`src/rtl/fcg_map.vh`:
```
// Register map, field positions, reset values and timing counts for the clock generator.
// Assumes a word-addressed register bus with 32-bit data; registers sit in the low bits.
`ifndef FCG_MAP_VH
`define FCG_MAP_VH

// Word indexes on the register bus
`define FCG_OFS_CTRL1 3'h0
`define FCG_OFS_CTRL2 3'h1
`define FCG_OFS_STAT 3'h2
`define FCG_OFS_TRIM 3'h3
`define FCG_OFS_FILT 3'h4

// Control register one
`define FCG_C1_GAIN 7
`define FCG_C1_RANGE 6
`define FCG_C1_REFSEL 5
`define FCG_C1_MODE_HI 4
`define FCG_C1_MODE_LO 3
`define FCG_C1_OSCSTOP 2
`define FCG_C1_LOCDIS 1

// Control register two
`define FCG_C2_LOSSRST 7
`define FCG_C2_MULT_HI 6
`define FCG_C2_MULT_LO 4
`define FCG_C2_BDIV_HI 2
`define FCG_C2_BDIV_LO 0

// Status register
`define FCG_ST_LOCK 0
`define FCG_ST_LOLS 1
`define FCG_ST_REFLS 2
`define FCG_ST_EXTOK 3
`define FCG_ST_OFF 4
`define FCG_ST_SRC 5

// Clock mode field encodings
`define FCG_MODE_SCM 2'b00
`define FCG_MODE_FEI 2'b01
`define FCG_MODE_FBE 2'b10
`define FCG_MODE_FEE 2'b11

// Reset values
`define FCG_CTRL1_RST 8'h00
`define FCG_CTRL2_RST 8'h00
`define FCG_TRIM_RST 8'h80
`define FCG_FILT_RST 12'h400

// Loop prescale factors
`define FCG_P_LOW 7'd64
`define FCG_P_HIGH 7'd1

// Timing: 250 MHz system clock, 4 ns period
`define FCG_CLK_NS 4
`define FCG_EXT_LOSS_NS 2000
`define FCG_EXT_LOSS_CYC (`FCG_EXT_LOSS_NS / `FCG_CLK_NS)
`define FCG_INTREF_DIV 1029
`define FCG_DBG_DIV 31
`define FCG_RTI_DIV 250
`define FCG_EXT_GOOD_EDGES 4
`define FCG_LOCK_WINDOWS 4
`define FCG_LOCK_TOL 4
`define FCG_UNLOCK_TOL 16
`define FCG_TARGET_UNIT 4

`endif

```
`src/rtl/fcg_clock_generator.v`:
```
// Clock generator: mode control, frequency loop, reference monitor, bus divider, registers.
// Assumes an Avalon-MM master on clk_sys and an asynchronous oscillator input pin.
// Clocks leave the block as one-cycle enable pulses on clk_sys.
//
// The Avalon-MM register port and the address map were chosen for this implementation.
`timescale 1ns/10ps
`include "fcg_map.vh"

// How it works
// [RULE1] Reset always lands in self-clocked mode without waiting on any reference.
// [RULE2] Off mode holds the output clock still; entered on the stop request.
// [RULE3] Self-clocked mode runs the oscillator open loop at the filter setting.
// [RULE4] Engaged internal mode locks the oscillator to a multiple of internal reference.
// [RULE5] Engaged modes pass through unlocked state, then locked state on lock detect.
// [RULE6] Bypassed external mode sends the external clock straight to the output.
// [RULE7] Engaged external mode locks the oscillator to a multiple of external reference.
// [RULE8] Post-loop divider picks one of eight power-of-two divisors, 1 to 128.
// [RULE9] Loop output engages by itself once lock is acquired.
// [RULE10] Reference loss or lock loss raises a reset or an interrupt request.
// [RULE11] Status flags show lock reached and lock dropped.
// [RULE12] External reference is monitored and its validity reported.
// [RULE13] Oscillator keeps its setting through stop so relock is quick.
// [RULE14] Oscillator keeps running at current frequency if reference disappears.
// [RULE15] Sources that are not running cannot be selected; code enters engaged external from engaged internal with no valid reference.
// [RULE16] First write choosing external mode claims the input pin; the output pin is enabled only with reference select set.
// [RULE17] First write choosing internal mode leaves both oscillator pins unused.
// [RULE18] Gain select one gives high amplitude; zero gives low-power gain control.
// [RULE19] Software copies the stored trim value into the trim register itself.
// [RULE20] A separate self-clocked source drives the real-time interrupt.
// [RULE21] The roughly 8 MHz internal source serves as debug local clock.
// [RULE22] Mode field: 00 self, 01 engaged internal, 10 bypassed, 11 engaged external.
// [RULE23] After an internal first write, external mode writes are ignored until reset.
// [RULE24] Gain, range and reference select take only the first write after reset.
// [RULE25] Prescale factor is 64 in low range and 1 in high range in engaged external mode; engaged internal mode always uses 64.
module fcg_clock_generator #(
  parameter FILT_W = 12,
  parameter WIN_W = 24,
  parameter EXT_LOSS_CYC = `FCG_EXT_LOSS_CYC,
  parameter INTREF_DIV = `FCG_INTREF_DIV
) (
  input wire clk_sys,
  input wire rst_n,
  input wire [2:0] avs_address,
  input wire avs_read,
  input wire avs_write,
  input wire [31:0] avs_writedata,
  input wire [3:0] avs_byteenable,
  output reg [31:0] avs_readdata,
  output reg avs_waitrequest,
  input wire stopReq,
  input wire oscInPin,
  output reg oscOutPin,
  output reg oscOutOe,
  output reg oscInUsed,
  output reg highGainSelect,
  output reg generatorOutputClockEn,
  output reg loopMultipliedClockEn,
  output reg externalReferenceClockEn,
  output reg debugLocalClockEn,
  output reg fixedFrequencyEnable,
  output reg rtiClockEn,
  output reg lossResetReq,
  output reg lossIrqReq
);
  localparam ST_SCM = 7'b0000001;
  localparam ST_FEI_UNL = 7'b0000010;
  localparam ST_FEI_LCK = 7'b0000100;
  localparam ST_FBE = 7'b0001000;
  localparam ST_FEE_UNL = 7'b0010000;
  localparam ST_FEE_LCK = 7'b0100000;
  localparam ST_OFF = 7'b1000000;
  localparam DBG_RELOAD = `FCG_DBG_DIV - 1;
  localparam RTI_RELOAD = `FCG_RTI_DIV - 1;
  function [WIN_W-1:0] absDiff;
    input [WIN_W-1:0] a;
    input [WIN_W-1:0] b;
    begin
      absDiff = (a > b) ? (a - b) : (b - a);
    end
  endfunction
  reg [7:0] ctrl1_reg;
  reg [7:0] ctrl2_reg;
  reg [7:0] trim_reg;
  reg [FILT_W-1:0] filt_reg;
  reg firstDone_reg;
  reg extAllowed_reg;
  reg lockLost_reg;
  reg refLost_reg;
  reg [6:0] state_reg;
  reg [6:0] state_next;
  // Bus slave: request seen, then one cycle with waitrequest low
  wire busReq = avs_read | avs_write;
  wire busAck = busReq & ~avs_waitrequest;
  wire wrAck = avs_write & busAck & avs_byteenable[0];
  wire [1:0] wrMode = avs_writedata[`FCG_C1_MODE_HI:`FCG_C1_MODE_LO];
  reg [31:0] rdMux;
  // External pin passes three flops; a change counts when the last two agree
  reg [2:0] extSync_reg;
  reg extLevel_reg;
  wire extRise = (extSync_reg[1] == extSync_reg[2]) & extSync_reg[2] & ~extLevel_reg;
  reg [15:0] extIdle_reg;
  reg [2:0] extGood_reg;
  reg extValid_reg;
  reg [15:0] intRefCnt_reg;
  reg intRefTick_reg;
  reg [7:0] dbgCnt_reg;
  reg [7:0] rtiCnt_reg;
  wire dcoTick;
  wire extMode = state_reg[3] | state_reg[4] | state_reg[5];
  wire engaged = state_reg[1] | state_reg[2] | state_reg[4] | state_reg[5];
  wire refTick = (state_reg[4] | state_reg[5]) ? extRise : intRefTick_reg;
  wire [6:0] prescale = ((state_reg[4] | state_reg[5]) & ~ctrl1_reg[`FCG_C1_RANGE]) ?
    `FCG_P_LOW : ((state_reg[4] | state_reg[5]) ? `FCG_P_HIGH : `FCG_P_LOW); // [RULE25]
  wire [31:0] targetWide = {25'd0, prescale} *
    ({29'd0, ctrl2_reg[`FCG_C2_MULT_HI:`FCG_C2_MULT_LO]} + 32'd1) * `FCG_TARGET_UNIT;
  wire [WIN_W-1:0] target = targetWide[WIN_W-1:0];
  reg [6:0] winRef_reg;
  reg [WIN_W-1:0] winCnt_reg;
  reg [2:0] goodWin_reg;
  reg locked_reg;
  wire winEnd = refTick & (winRef_reg + 7'd1 >= prescale);
  wire [WIN_W-1:0] err = absDiff(winCnt_reg, target);
  wire refGone = (state_reg[4] | state_reg[5]) & ~extValid_reg;
  wire lockDrop = locked_reg & winEnd & (err > `FCG_UNLOCK_TOL);
  wire refDrop = extValid_reg & (extIdle_reg == EXT_LOSS_CYC[15:0] - 16'd1) & extMode;
  wire locEvent = ~ctrl1_reg[`FCG_C1_LOCDIS] & (lockDrop | refDrop);
  reg [7:0] divCnt_reg;
  wire srcTick = state_reg[3] ? extRise : dcoTick;
  wire [7:0] divMask = (8'h01 << ctrl2_reg[`FCG_C2_BDIV_HI:`FCG_C2_BDIV_LO]) - 8'h01;

  fcg_dco #(
    .WORD_W(FILT_W),
    .ACC_W(16)
  ) uDco (
    .clk_sys(clk_sys),
    .rst_n(rst_n),
    .run(~state_reg[6]), // [RULE2] [RULE13]
    .freqWord(filt_reg),
    .tick(dcoTick)
  );

  always @(posedge clk_sys) begin
    if (!rst_n) begin
      extSync_reg <= 3'b000;
      extLevel_reg <= 1'b0;
    end else begin
      extSync_reg <= {extSync_reg[1:0], oscInPin};
      if (extSync_reg[1] == extSync_reg[2])
        extLevel_reg <= extSync_reg[2];
    end
  end
  // Reference monitor: valid after a few edges, lost after a quiet spell
  always @(posedge clk_sys) begin
    if (!rst_n) begin
      extIdle_reg <= 16'h0000;
      extGood_reg <= 3'h0;
      extValid_reg <= 1'b0;
    end else if (extRise) begin
      extIdle_reg <= 16'h0000;
      if (extGood_reg != `FCG_EXT_GOOD_EDGES)
        extGood_reg <= extGood_reg + 3'h1;
      else
        extValid_reg <= 1'b1; // [RULE12]
    end else if (extIdle_reg == EXT_LOSS_CYC[15:0] - 16'd1) begin
      extGood_reg <= 3'h0;
      extValid_reg <= 1'b0; // [RULE12]
    end else begin
      extIdle_reg <= extIdle_reg + 16'h0001;
    end
  end
  // Internal sources are free dividers of the system clock
  always @(posedge clk_sys) begin
    if (!rst_n) begin
      intRefCnt_reg <= 16'h0000;
      intRefTick_reg <= 1'b0;
      dbgCnt_reg <= 8'h00;
      rtiCnt_reg <= 8'h00;
      debugLocalClockEn <= 1'b0;
      rtiClockEn <= 1'b0;
    end else begin
      intRefTick_reg <= (intRefCnt_reg == 16'h0000);
      if (intRefCnt_reg == 16'h0000)
        intRefCnt_reg <= INTREF_DIV[15:0] + {8'h00, trim_reg} - 16'h0080;
      else
        intRefCnt_reg <= intRefCnt_reg - 16'h0001;
      debugLocalClockEn <= (dbgCnt_reg == 8'h00); // [RULE21]
      dbgCnt_reg <= (dbgCnt_reg == 8'h00) ? DBG_RELOAD[7:0] : (dbgCnt_reg - 8'h01);
      rtiClockEn <= (rtiCnt_reg == 8'h00); // [RULE20]
      rtiCnt_reg <= (rtiCnt_reg == 8'h00) ? RTI_RELOAD[7:0] : (rtiCnt_reg - 8'h01);
    end
  end
  always @* begin
    state_next = state_reg;
    case (state_reg)
      ST_OFF: begin
        if (!stopReq)
          state_next = ST_SCM;
      end
      default: begin
        if (stopReq) begin
          state_next = ST_OFF; // [RULE2]
        end else begin
          case (ctrl1_reg[`FCG_C1_MODE_HI:`FCG_C1_MODE_LO]) // [RULE22]
            `FCG_MODE_FEI: state_next = locked_reg ? ST_FEI_LCK : ST_FEI_UNL; // [RULE4] [RULE5]
            `FCG_MODE_FBE: state_next = extValid_reg ? ST_FBE : ST_SCM; // [RULE6] [RULE15]
            `FCG_MODE_FEE: begin
              if (!extValid_reg && !engaged)
                state_next = ST_SCM; // [RULE15]
              else
                state_next = locked_reg ? ST_FEE_LCK : ST_FEE_UNL; // [RULE7] [RULE5] [RULE9]
            end
            default: state_next = ST_SCM; // [RULE3]
          endcase
        end
      end
    endcase
  end
  // Frequency loop: count oscillator ticks over a window of P reference ticks
  always @(posedge clk_sys) begin
    if (!rst_n) begin
      state_reg <= ST_SCM; // [RULE1]
      winRef_reg <= 7'h00;
      winCnt_reg <= {WIN_W{1'b0}};
      goodWin_reg <= 3'h0;
      locked_reg <= 1'b0;
      filt_reg <= `FCG_FILT_RST;
    end else begin
      state_reg <= state_next;
      if (!engaged || refGone) begin
        // Filter frozen: without a reference the oscillator holds its frequency
        winRef_reg <= 7'h00;
        winCnt_reg <= {WIN_W{1'b0}}; // [RULE14]
        if (!engaged) begin
          goodWin_reg <= 3'h0;
          locked_reg <= 1'b0;
        end
        if (wrAck && avs_address == `FCG_OFS_FILT && !engaged)
          filt_reg <= avs_writedata[FILT_W-1:0]; // [RULE3]
      end else if (winEnd) begin
        winRef_reg <= 7'h00;
        winCnt_reg <= {{(WIN_W-1){1'b0}}, dcoTick};
        if (err <= `FCG_LOCK_TOL) begin
          if (goodWin_reg == `FCG_LOCK_WINDOWS - 1)
            locked_reg <= 1'b1; // [RULE5] [RULE9]
          else
            goodWin_reg <= goodWin_reg + 3'h1;
        end else begin
          goodWin_reg <= 3'h0;
          if (err > `FCG_UNLOCK_TOL)
            locked_reg <= 1'b0;
          if (winCnt_reg < target && filt_reg != {FILT_W{1'b1}})
            filt_reg <= filt_reg + 1'b1; // [RULE4] [RULE7]
          else if (winCnt_reg > target && filt_reg != {FILT_W{1'b0}})
            filt_reg <= filt_reg - 1'b1;
        end
      end else begin
        if (refTick)
          winRef_reg <= winRef_reg + 7'h01;
        if (dcoTick)
          winCnt_reg <= winCnt_reg + 1'b1;
      end
    end
  end
  // Control registers with write-once fields
  always @(posedge clk_sys) begin
    if (!rst_n) begin
      ctrl1_reg <= `FCG_CTRL1_RST;
      ctrl2_reg <= `FCG_CTRL2_RST;
      trim_reg <= `FCG_TRIM_RST; // [RULE19]
      firstDone_reg <= 1'b0;
      extAllowed_reg <= 1'b0;
    end else if (wrAck) begin
      if (avs_address == `FCG_OFS_CTRL1) begin
        firstDone_reg <= 1'b1;
        if (!firstDone_reg) begin
          ctrl1_reg <= avs_writedata[7:0]; // [RULE24]
          extAllowed_reg <= wrMode[1]; // [RULE16] [RULE17]
        end else begin
          ctrl1_reg[`FCG_C1_OSCSTOP] <= avs_writedata[`FCG_C1_OSCSTOP];
          ctrl1_reg[`FCG_C1_LOCDIS] <= avs_writedata[`FCG_C1_LOCDIS];
          if (extAllowed_reg || !wrMode[1])
            ctrl1_reg[`FCG_C1_MODE_HI:`FCG_C1_MODE_LO] <= wrMode; // [RULE23]
        end
      end else if (avs_address == `FCG_OFS_CTRL2) begin
        ctrl2_reg <= avs_writedata[7:0];
      end else if (avs_address == `FCG_OFS_TRIM) begin
        trim_reg <= avs_writedata[7:0];
      end
    end
  end
  // Sticky loss flags; a new event wins over a write-one clear
  always @(posedge clk_sys) begin
    if (!rst_n) begin
      lockLost_reg <= 1'b0;
      refLost_reg <= 1'b0;
      lossIrqReq <= 1'b0;
      lossResetReq <= 1'b0;
    end else begin
      if (lockDrop)
        lockLost_reg <= 1'b1; // [RULE11]
      else if (wrAck && avs_address == `FCG_OFS_STAT && avs_writedata[`FCG_ST_LOLS])
        lockLost_reg <= 1'b0;
      if (refDrop)
        refLost_reg <= 1'b1;
      else if (wrAck && avs_address == `FCG_OFS_STAT && avs_writedata[`FCG_ST_REFLS])
        refLost_reg <= 1'b0;
      lossResetReq <= locEvent & ctrl2_reg[`FCG_C2_LOSSRST]; // [RULE10]
      if (locEvent && !ctrl2_reg[`FCG_C2_LOSSRST])
        lossIrqReq <= 1'b1; // [RULE10]
      else if (!lockLost_reg && !refLost_reg)
        lossIrqReq <= 1'b0;
    end
  end
  // Clock selection, post-loop divider and pin use
  always @(posedge clk_sys) begin
    if (!rst_n) begin
      divCnt_reg <= 8'h00;
      generatorOutputClockEn <= 1'b0;
      loopMultipliedClockEn <= 1'b0;
      externalReferenceClockEn <= 1'b0;
      fixedFrequencyEnable <= 1'b0;
      oscInUsed <= 1'b0;
      oscOutPin <= 1'b0;
      oscOutOe <= 1'b0;
      highGainSelect <= 1'b0;
    end else begin
      generatorOutputClockEn <= 1'b0;
      if (!state_reg[6] && srcTick) begin // [RULE2]
        divCnt_reg <= (divCnt_reg >= divMask) ? 8'h00 : (divCnt_reg + 8'h01);
        generatorOutputClockEn <= (divCnt_reg >= divMask); // [RULE8]
      end
      loopMultipliedClockEn <= dcoTick & ~state_reg[6];
      externalReferenceClockEn <= extRise & extValid_reg; // [RULE15]
      fixedFrequencyEnable <= extMode & extValid_reg;
      oscInUsed <= firstDone_reg & extAllowed_reg; // [RULE16] [RULE17]
      oscOutOe <= firstDone_reg & extAllowed_reg & ctrl1_reg[`FCG_C1_REFSEL]; // [RULE16]
      oscOutPin <= ~extLevel_reg;
      highGainSelect <= ctrl1_reg[`FCG_C1_GAIN]; // [RULE18]
    end
  end

  always @* begin
    rdMux = 32'h00000000;
    if (avs_address == `FCG_OFS_CTRL1)
      rdMux[7:0] = ctrl1_reg;
    else if (avs_address == `FCG_OFS_CTRL2)
      rdMux[7:0] = ctrl2_reg;
    else if (avs_address == `FCG_OFS_STAT)
      rdMux[5:0] = {extMode & extValid_reg, state_reg[6], extValid_reg, refLost_reg,
        lockLost_reg, locked_reg}; // [RULE11] [RULE12]
    else if (avs_address == `FCG_OFS_TRIM)
      rdMux[7:0] = trim_reg;
    else if (avs_address == `FCG_OFS_FILT)
      rdMux[FILT_W-1:0] = filt_reg;
  end

  always @(posedge clk_sys) begin
    if (!rst_n) begin
      avs_waitrequest <= 1'b1;
      avs_readdata <= 32'h00000000;
    end else if (busAck) begin
      avs_waitrequest <= 1'b1;
    end else if (busReq) begin
      avs_waitrequest <= 1'b0;
      avs_readdata <= avs_read ? rdMux : 32'h00000000;
    end
  end
endmodule

```
`src/rtl/fcg_dco.v`:
```
// Controlled oscillator modelled as a phase accumulator on the system clock.
// Assumes the frequency word is steady between loop updates.
`timescale 1ns/10ps
module fcg_dco #(
  parameter WORD_W = 12,
  parameter ACC_W = 16
) (
  input wire clk_sys,
  input wire rst_n,
  input wire run,
  input wire [WORD_W-1:0] freqWord,
  output reg tick
);
  reg [ACC_W-1:0] phase_reg;
  wire [ACC_W:0] sum;

  assign sum = {1'b0, phase_reg} + {{(ACC_W+1-WORD_W){1'b0}}, freqWord};

  always @(posedge clk_sys) begin
    if (!rst_n) begin
      phase_reg <= {ACC_W{1'b0}};
      tick <= 1'b0;
    end else if (run) begin
      phase_reg <= sum[ACC_W-1:0];
      tick <= sum[ACC_W];
    end else begin
      // Phase is frozen so the output stands still without losing its setting
      tick <= 1'b0;
    end
  end
endmodule

```
`config.mk`:
```
export PLATFORM = sky130hd
export DESIGN_NAME = fcg_clock_generator
export DESIGN_NICKNAME = d
export VERILOG_FILES = /design/src/rtl/fcg_clock_generator.v /design/src/rtl/fcg_dco.v
export VERILOG_INCLUDE_DIRS = /design/src /design/src/rtl
export SDC_FILE = /design/constraint.sdc
export NUM_CORES = 1
export LEC_CHECK = 0
export BUFFER_PORTS_ARGS = -buffer_cell sky130_fd_sc_hd__buf_2
export CAP_MARGIN = 20
export CORE_MARGIN = 2
export CORE_UTILIZATION = 60
export CTS_CLUSTER_SIZE = 10
export DETAILED_ROUTE_END_ITERATION = 10
export PLACE_DENSITY = 0.82
export SETUP_SLACK_MARGIN = 0.1
export SYNTH_ARGS = -nofsm -noshare
export SYNTH_HDL_FRONTEND = slang
export SYNTH_SLANG_ARGS = --single-unit
export TNS_END_PERCENT = 30
```
`constraint.sdc`:
```
create_clock -name clk_sys -period 5.53 [get_ports clk_sys]
set_input_delay 1.106 -clock clk_sys [delete_from_list [all_inputs] [get_ports clk_sys]]
set_output_delay 1.106 -clock clk_sys [all_outputs]
set_load 0.02 [all_outputs]
```
* Yosys cells after proc, flatten, opt, wreduce, memory -nomap -nowiden *
Index checks and enable logic that the tools add are counted.

operators by class
  add/sub/neg operators = 18
  multiply operators = 1
  order comparisons = 6
  equality and inequality tests = 22
  shift-type cells = 1
  multiplexer cells = 60
  bitwise gates (word level) = 38
  reductions and logical operators = 52

operators by type and width
  cell                                                             number
  two-way mux 12 bit                                               8
  two-way mux 8 bit                                                5
  two-way mux 7 bit                                                5
  two-way mux 3 bit                                                9
  adder 24 x 1 -> 24 bit, second input constant                    1
  > comparator 24 x 13 -> 1 bit                                    1
  > comparator 24 x 5 -> 1 bit, second input constant              1
  less-or-equal comparator 24 x 3 -> 1 bit, second input constant  1
  less-than comparator 24 x 13 -> 1 bit                            1
  two-way mux 24 bit                                               1
  two-way mux 6 bit                                                4
  subtractor 13 x 24 -> 24 bit                                     1
  subtractor 24 x 13 -> 24 bit                                     1
  subtractor 8 x 1 -> 8 bit, second input constant                 3
  two-way mux 4 bit                                                5
  AND 1 bit                                                        19
  two-way mux 1 bit                                                19
  one-hot mux 6 bit (3 select lines)                               1
  adder 16 x 12 -> 17 bit                                          1
  adder 16 x 1 -> 16 bit, second input constant                    1
  == test 16 x 9 -> 1 bit, second input constant                   1
  logical NOT 16 bit                                               1
  logical NOT 8 bit                                                2
  two-way mux 16 bit                                               1
  other kinds (41)                                                 105

storage, ports and cells
  register bits after elaboration = 209
  input port bits = 45
  output and inout port bits = 45
  logic and storage cells = 242

* Depth between registers and ports, before layout *
  depth in word-level cells = 12
  gate-level depth with buffers = 24
  depth with buffers taken out = 22

* Cells and area by module *
A second synthesis with hierarchy kept.

second synthesis, totals
  cells, all modules = 1412
  area, all modules = 11508.5 µm²

by module, submodules not included
  module               instances  cells an instance  area an instance (µm²)  seq. area each (µm²)
  fcg_clock_generator  1          1241               10098.4                 3443.3
  fcg_dco              1          171                1410.1                  340.3

* Least setup slack after synthesis *
Ideal clock, no wire load.

  kind = flip-flop to flip-flop
  from = register state_reg[4]
  to = register filt_reg[11]
  arrival = 4690 ps
  path slack = 706 ps
  cell stages (with the launch flop) = 24
  clock period less this slack = 4824 ps
  path through = dfxtp_1 o21ai_1 inv_1 nand2_1 inv_1 ha_1 clkbuf_1 nor2b_1 o21ai_0 a21oi_1 nor2_1 nand3_1 ha_1 a21o_1 a21oi_1 o21ai_0 o41ai_1 o21ai_0 a21o_1 a21oi_1 xnor2_1 nor2_1 a2111oi_0 nor3_1

on the way
  word-level cells in the longest chain between the ends = 10

ends and longest elaborated chain
  element                                                                                line                       text
  start: declaration                                                                     fcg_clock_generator.v:89   reg [6:0] state_reg;
  start signal: assignment                                                               fcg_clock_generator.v:228  state_reg <= state_next;
  parallel branches: the longest is 10 deep, another holds subtractor 13 x 24 -> 24 bit  -
  end signal: assignment                                                                 fcg_clock_generator.v:238  filt_reg <= avs_writedata[FILT_W-1:0];
  end signal: assignment                                                                 fcg_clock_generator.v:252  filt_reg <= filt_reg + 1'b1;
  end signal: assignment                                                                 fcg_clock_generator.v:254  filt_reg <= filt_reg - 1'b1;
  end: declaration                                                                       fcg_clock_generator.v:84   reg [FILT_W-1:0] filt_reg;

Several ways; the timed one is not identified. The select of a mux whose other input is x is not followed.
A chain may end at the register's enable or synchronous reset.

* Worst setup path in the final report *
Same ends and word-level chain as after synthesis.

==> run summary <==
CP max-delay cell - or3_1
Reg2Reg Depth - 22
Synth area leader - dfxtp_1
Number of distinct library cells after synthesis - 74
Hold wc startpoint - dbgCnt_reg[0]
Core footprint - 17900 µm²
#FFs+latches synth - 189
Share of cells above drive strength 1 - 8.50%
Syn. warnings - 0
CTS tree - yes
Gr ovfl total - 0
Drt first pass iters - 6
Fmax - 197 MHz
Worst path cell trace - o21ai_2 > inv_1 > nor2_1 > inv_1 > ha_1 > a211oi_1 > nor2_1 > or3_1 > nor2_1 > nand3_1 > buf_4 > ha_1 > a21oi_1 > o21ai_0 > o41ai_2 > o21ai_0 > a21o_1 > a21oi_1 > xnor2_1 > nor2_1 > a2111oi_1 > nor3_1
EDFF count, synth - 0
CTS max path bufs - 2
Setup bufs post-CTS - 0
Post-synthesis adder-cell area fraction - 7.91%
Fraction of the mapped netlist area in compound gates - 14.9%
Dpl ws - 0.160 ns
Final Hold Fails - 0
Final period utilization - 91.8%
R2r endpoint - filt_reg[11]
Max Slew Vio Count - 0
Total of max-cap violations - 0
Mapped Avg Cell Area - 8.06 µm²
Xor and xnor area share after synthesis - 9.33%
I/O pin total - 90
CP Launch Type - flip-flop
Async S/R FF share, synth - 0%
Crit-path max cell delay - 0.41 ns
Worst r2r src - state_reg[4]
Initial core utilization - 60.8%
Vias in the first global route - 8905
Register area share after synthesis - 34.8%
I/O Buffers - 46
Delay-heaviest family, CP - compound AO/OA/AOI/OAI gates
Die Ht - 139 µm
CP max FO - 11
Largest net degree at the start of global routing - 53
Top post-synthesis cells by area - dfxtp_1 35%, ha_1 7.4%, nor2_1 7.1%, xnor2_1 4.7%, xor2_1 4.6%
Slew headroom - 31.5%
Cell area power density - 285 nW/µm²
Inst Count DP - 1573
Worst min-delay path category - reg -> reg
Worst hold path depth - 1
Top cell type's share of synthesized area - 34.8%
Leakage - 0.00477 µW
Number of flip-flops in the largest register - 24
Post-route ant nets - 0
WL final - 25700 µm
Final #Nets - 1476
Num CTS Buffers - 17
Post-Layout Cell Count - 1606
Root Buffer - clkbuf_16
Cell repeated most along the worst path - nor2_1
Vias per cell - 5.87
RSZ-0062 raised after global routing - yes
Main combinational cell family by area after synthesis - simple AND/OR/NAND/NOR gates
Clock skew - 0.0146 ns
Hold worst-path end - dbgCnt_reg[0]
Post-layout min period - 5.08 ns
Mux cell area share after synthesis - 3.54%
Post-route setup slack - 0.452 ns
Syn Inst Count - 1350
Final GP Congestion - 0.948
Worst path buffer plus inverter count - 3
Clk sinks - 189
Dpl hpwl - 18200 µm
Area growth from synthesis to layout - 8.32%
Measured slew at the worst slew-check pin - 1.03 ns
Mapped cell area - 10900 µm²
Ant. Diodes - 0
Die area - 19200 µm²
First-pass GRT wire length - 43100 µm
Top FF cell, synth - dfxtp_1
Clock slew seen by the registers of the worst setup and hold paths - 0.07 ns
H-tree levels - 4
Worst-Skew Late Latency - 0.44 ns
Via count - 9433
CP Data Required Time - 5.84 ns
Hold slack final - 0.445 ns
Core Rows - 49
Status - finished, final reports clean
Kind of end point of the critical path - flip-flop
Routed WL per cell - 16.0 µm
CP Data Arrival Time - 5.39 ns
DR DRC count - 0
Setup Crit Path Kind - reg -> reg
Die W - 139 µm
R2R Setup Slk - 0.45 ns
Setup violators final - 0
Peak VDD IR - 0.328 mV
Simple-gate portion of the synthesized area - 23.8%
Placed Area - 11200 µm²
DR iter-0 viols - 716
Final instance area - 11800 µm²
Total GRT Usage - 26.8%
Antenna violations before repair - 0
power by group:
part,internal (µW),switching (µW),total (µW),leakage (µW)
clock,683,581,1260,0.000293
combinational,232,326,558,0.00295
sequential,1460,78.3,1540,0.00153
cells by family after synthesis:
group           after synthesis
fa+ha+maj                    67
compound gates              258
mux                          38
simple gates                540
flops                       189
xor+xnor                    116
buf+inv                     140
other cells                   2
area by class of cell:
type | count | area [µm²]
clock buffer | 17 | 425
clock inverter | 15 | 179
fill | 1470 | 6110
inverter | 61 | 230
multi-input combinational | 1040 | 6580
sequential | 189 | 3780
tap | 229 | 287
timing repair buffer | 55 | 305
metrics by stage:
stage / utilization (%) / power, µW / setup TNS [ns]
final: 65.9 / 3360 / 0
after global routing: 65.9 / 3510 / -0.0202
after CTS: 65.7 / 3370 / 0
after detailed placement: 62.3 / 2110 / 0
after global placement: 62.3 / 2090 / 0
after floorplan: - / 2000 / 0
cell usage after synthesis, drive strengths merged, types with 4 or more instances:
cell,instances
xnor2,59
a21o,14
mux2i,34
a21boi,8
nor2,208
nand2b,14
and3,12
o21a,8
or2,7
and2,12
o31ai,5
mux2,4
ha,64
a211oi,13
clkbuf,44
nand3b,6
o211ai,5
a2111oi,8
nand3,44
o22ai,11
dfxtp,189
nand4,21
inv,61
nor4b,4
or4,6
a31oi,12
o21ai,57
nor4,21
nand2,100
xor2,57
nor2b,13
nor3,46
or3,17
a21oi,84
buf,35
a22oi,5
worst max-delay path by stage:
stage                            start  cells after the start      endpoint  slack, ns
final                     state_reg[4]                     22  filt_reg[11]       0.45
after global placement    state_reg[4]                     22  filt_reg[11]       0.33
after detailed placement  state_reg[4]                     22  filt_reg[11]       0.16
after global routing      ctrl2_reg[4]                     22  filt_reg[11]      -0.02
after CTS                 state_reg[4]                     22  filt_reg[11]       0.13
after floorplan           state_reg[4]                     23  filt_reg[11]       0.71
metal layers:
layer	vias up	track usage (%)	wire length, µm
met3	52	5.04	1450
met1	4379	35.2	11500
met2	307	44.9	12300
li1	4695	-	-
met4	0	8.56	516
met5	-	0	0
layout by cell type, fill, tap and decap left out, types with 7 or more instances in the layout:
master       n
or3_1       17
clkbuf_16   17
dfxtp_1    189
nor2b_1     13
a211oi_1    11
a21o_1      14
nor4_1      20
buf_4        8
nand4_1     20
nand2b_1    14
mux2i_1     34
nor2_1     207
xor2_1      57
and2_1      11
nor3_1      43
xnor2_1     59
nand2_1    100
or2_2        7
a21oi_1     83
o22ai_1     11
a21boi_0     8
and3_1      12
inv_1       60
buf_2       46
ha_1        64
o21a_1       8
o21ai_0     50
conb_1      21
a31oi_1     12
nand3_1     44
repair_timing:
action | in CTS | in global routing
hold endpoints to repair | 0 | 0
endpoints found under the setup margin | 0 | 5
hold buffers | 0 | 0
resized for setup | 0 | 6
Note: power is estimated with default switching activity, not from simulation.
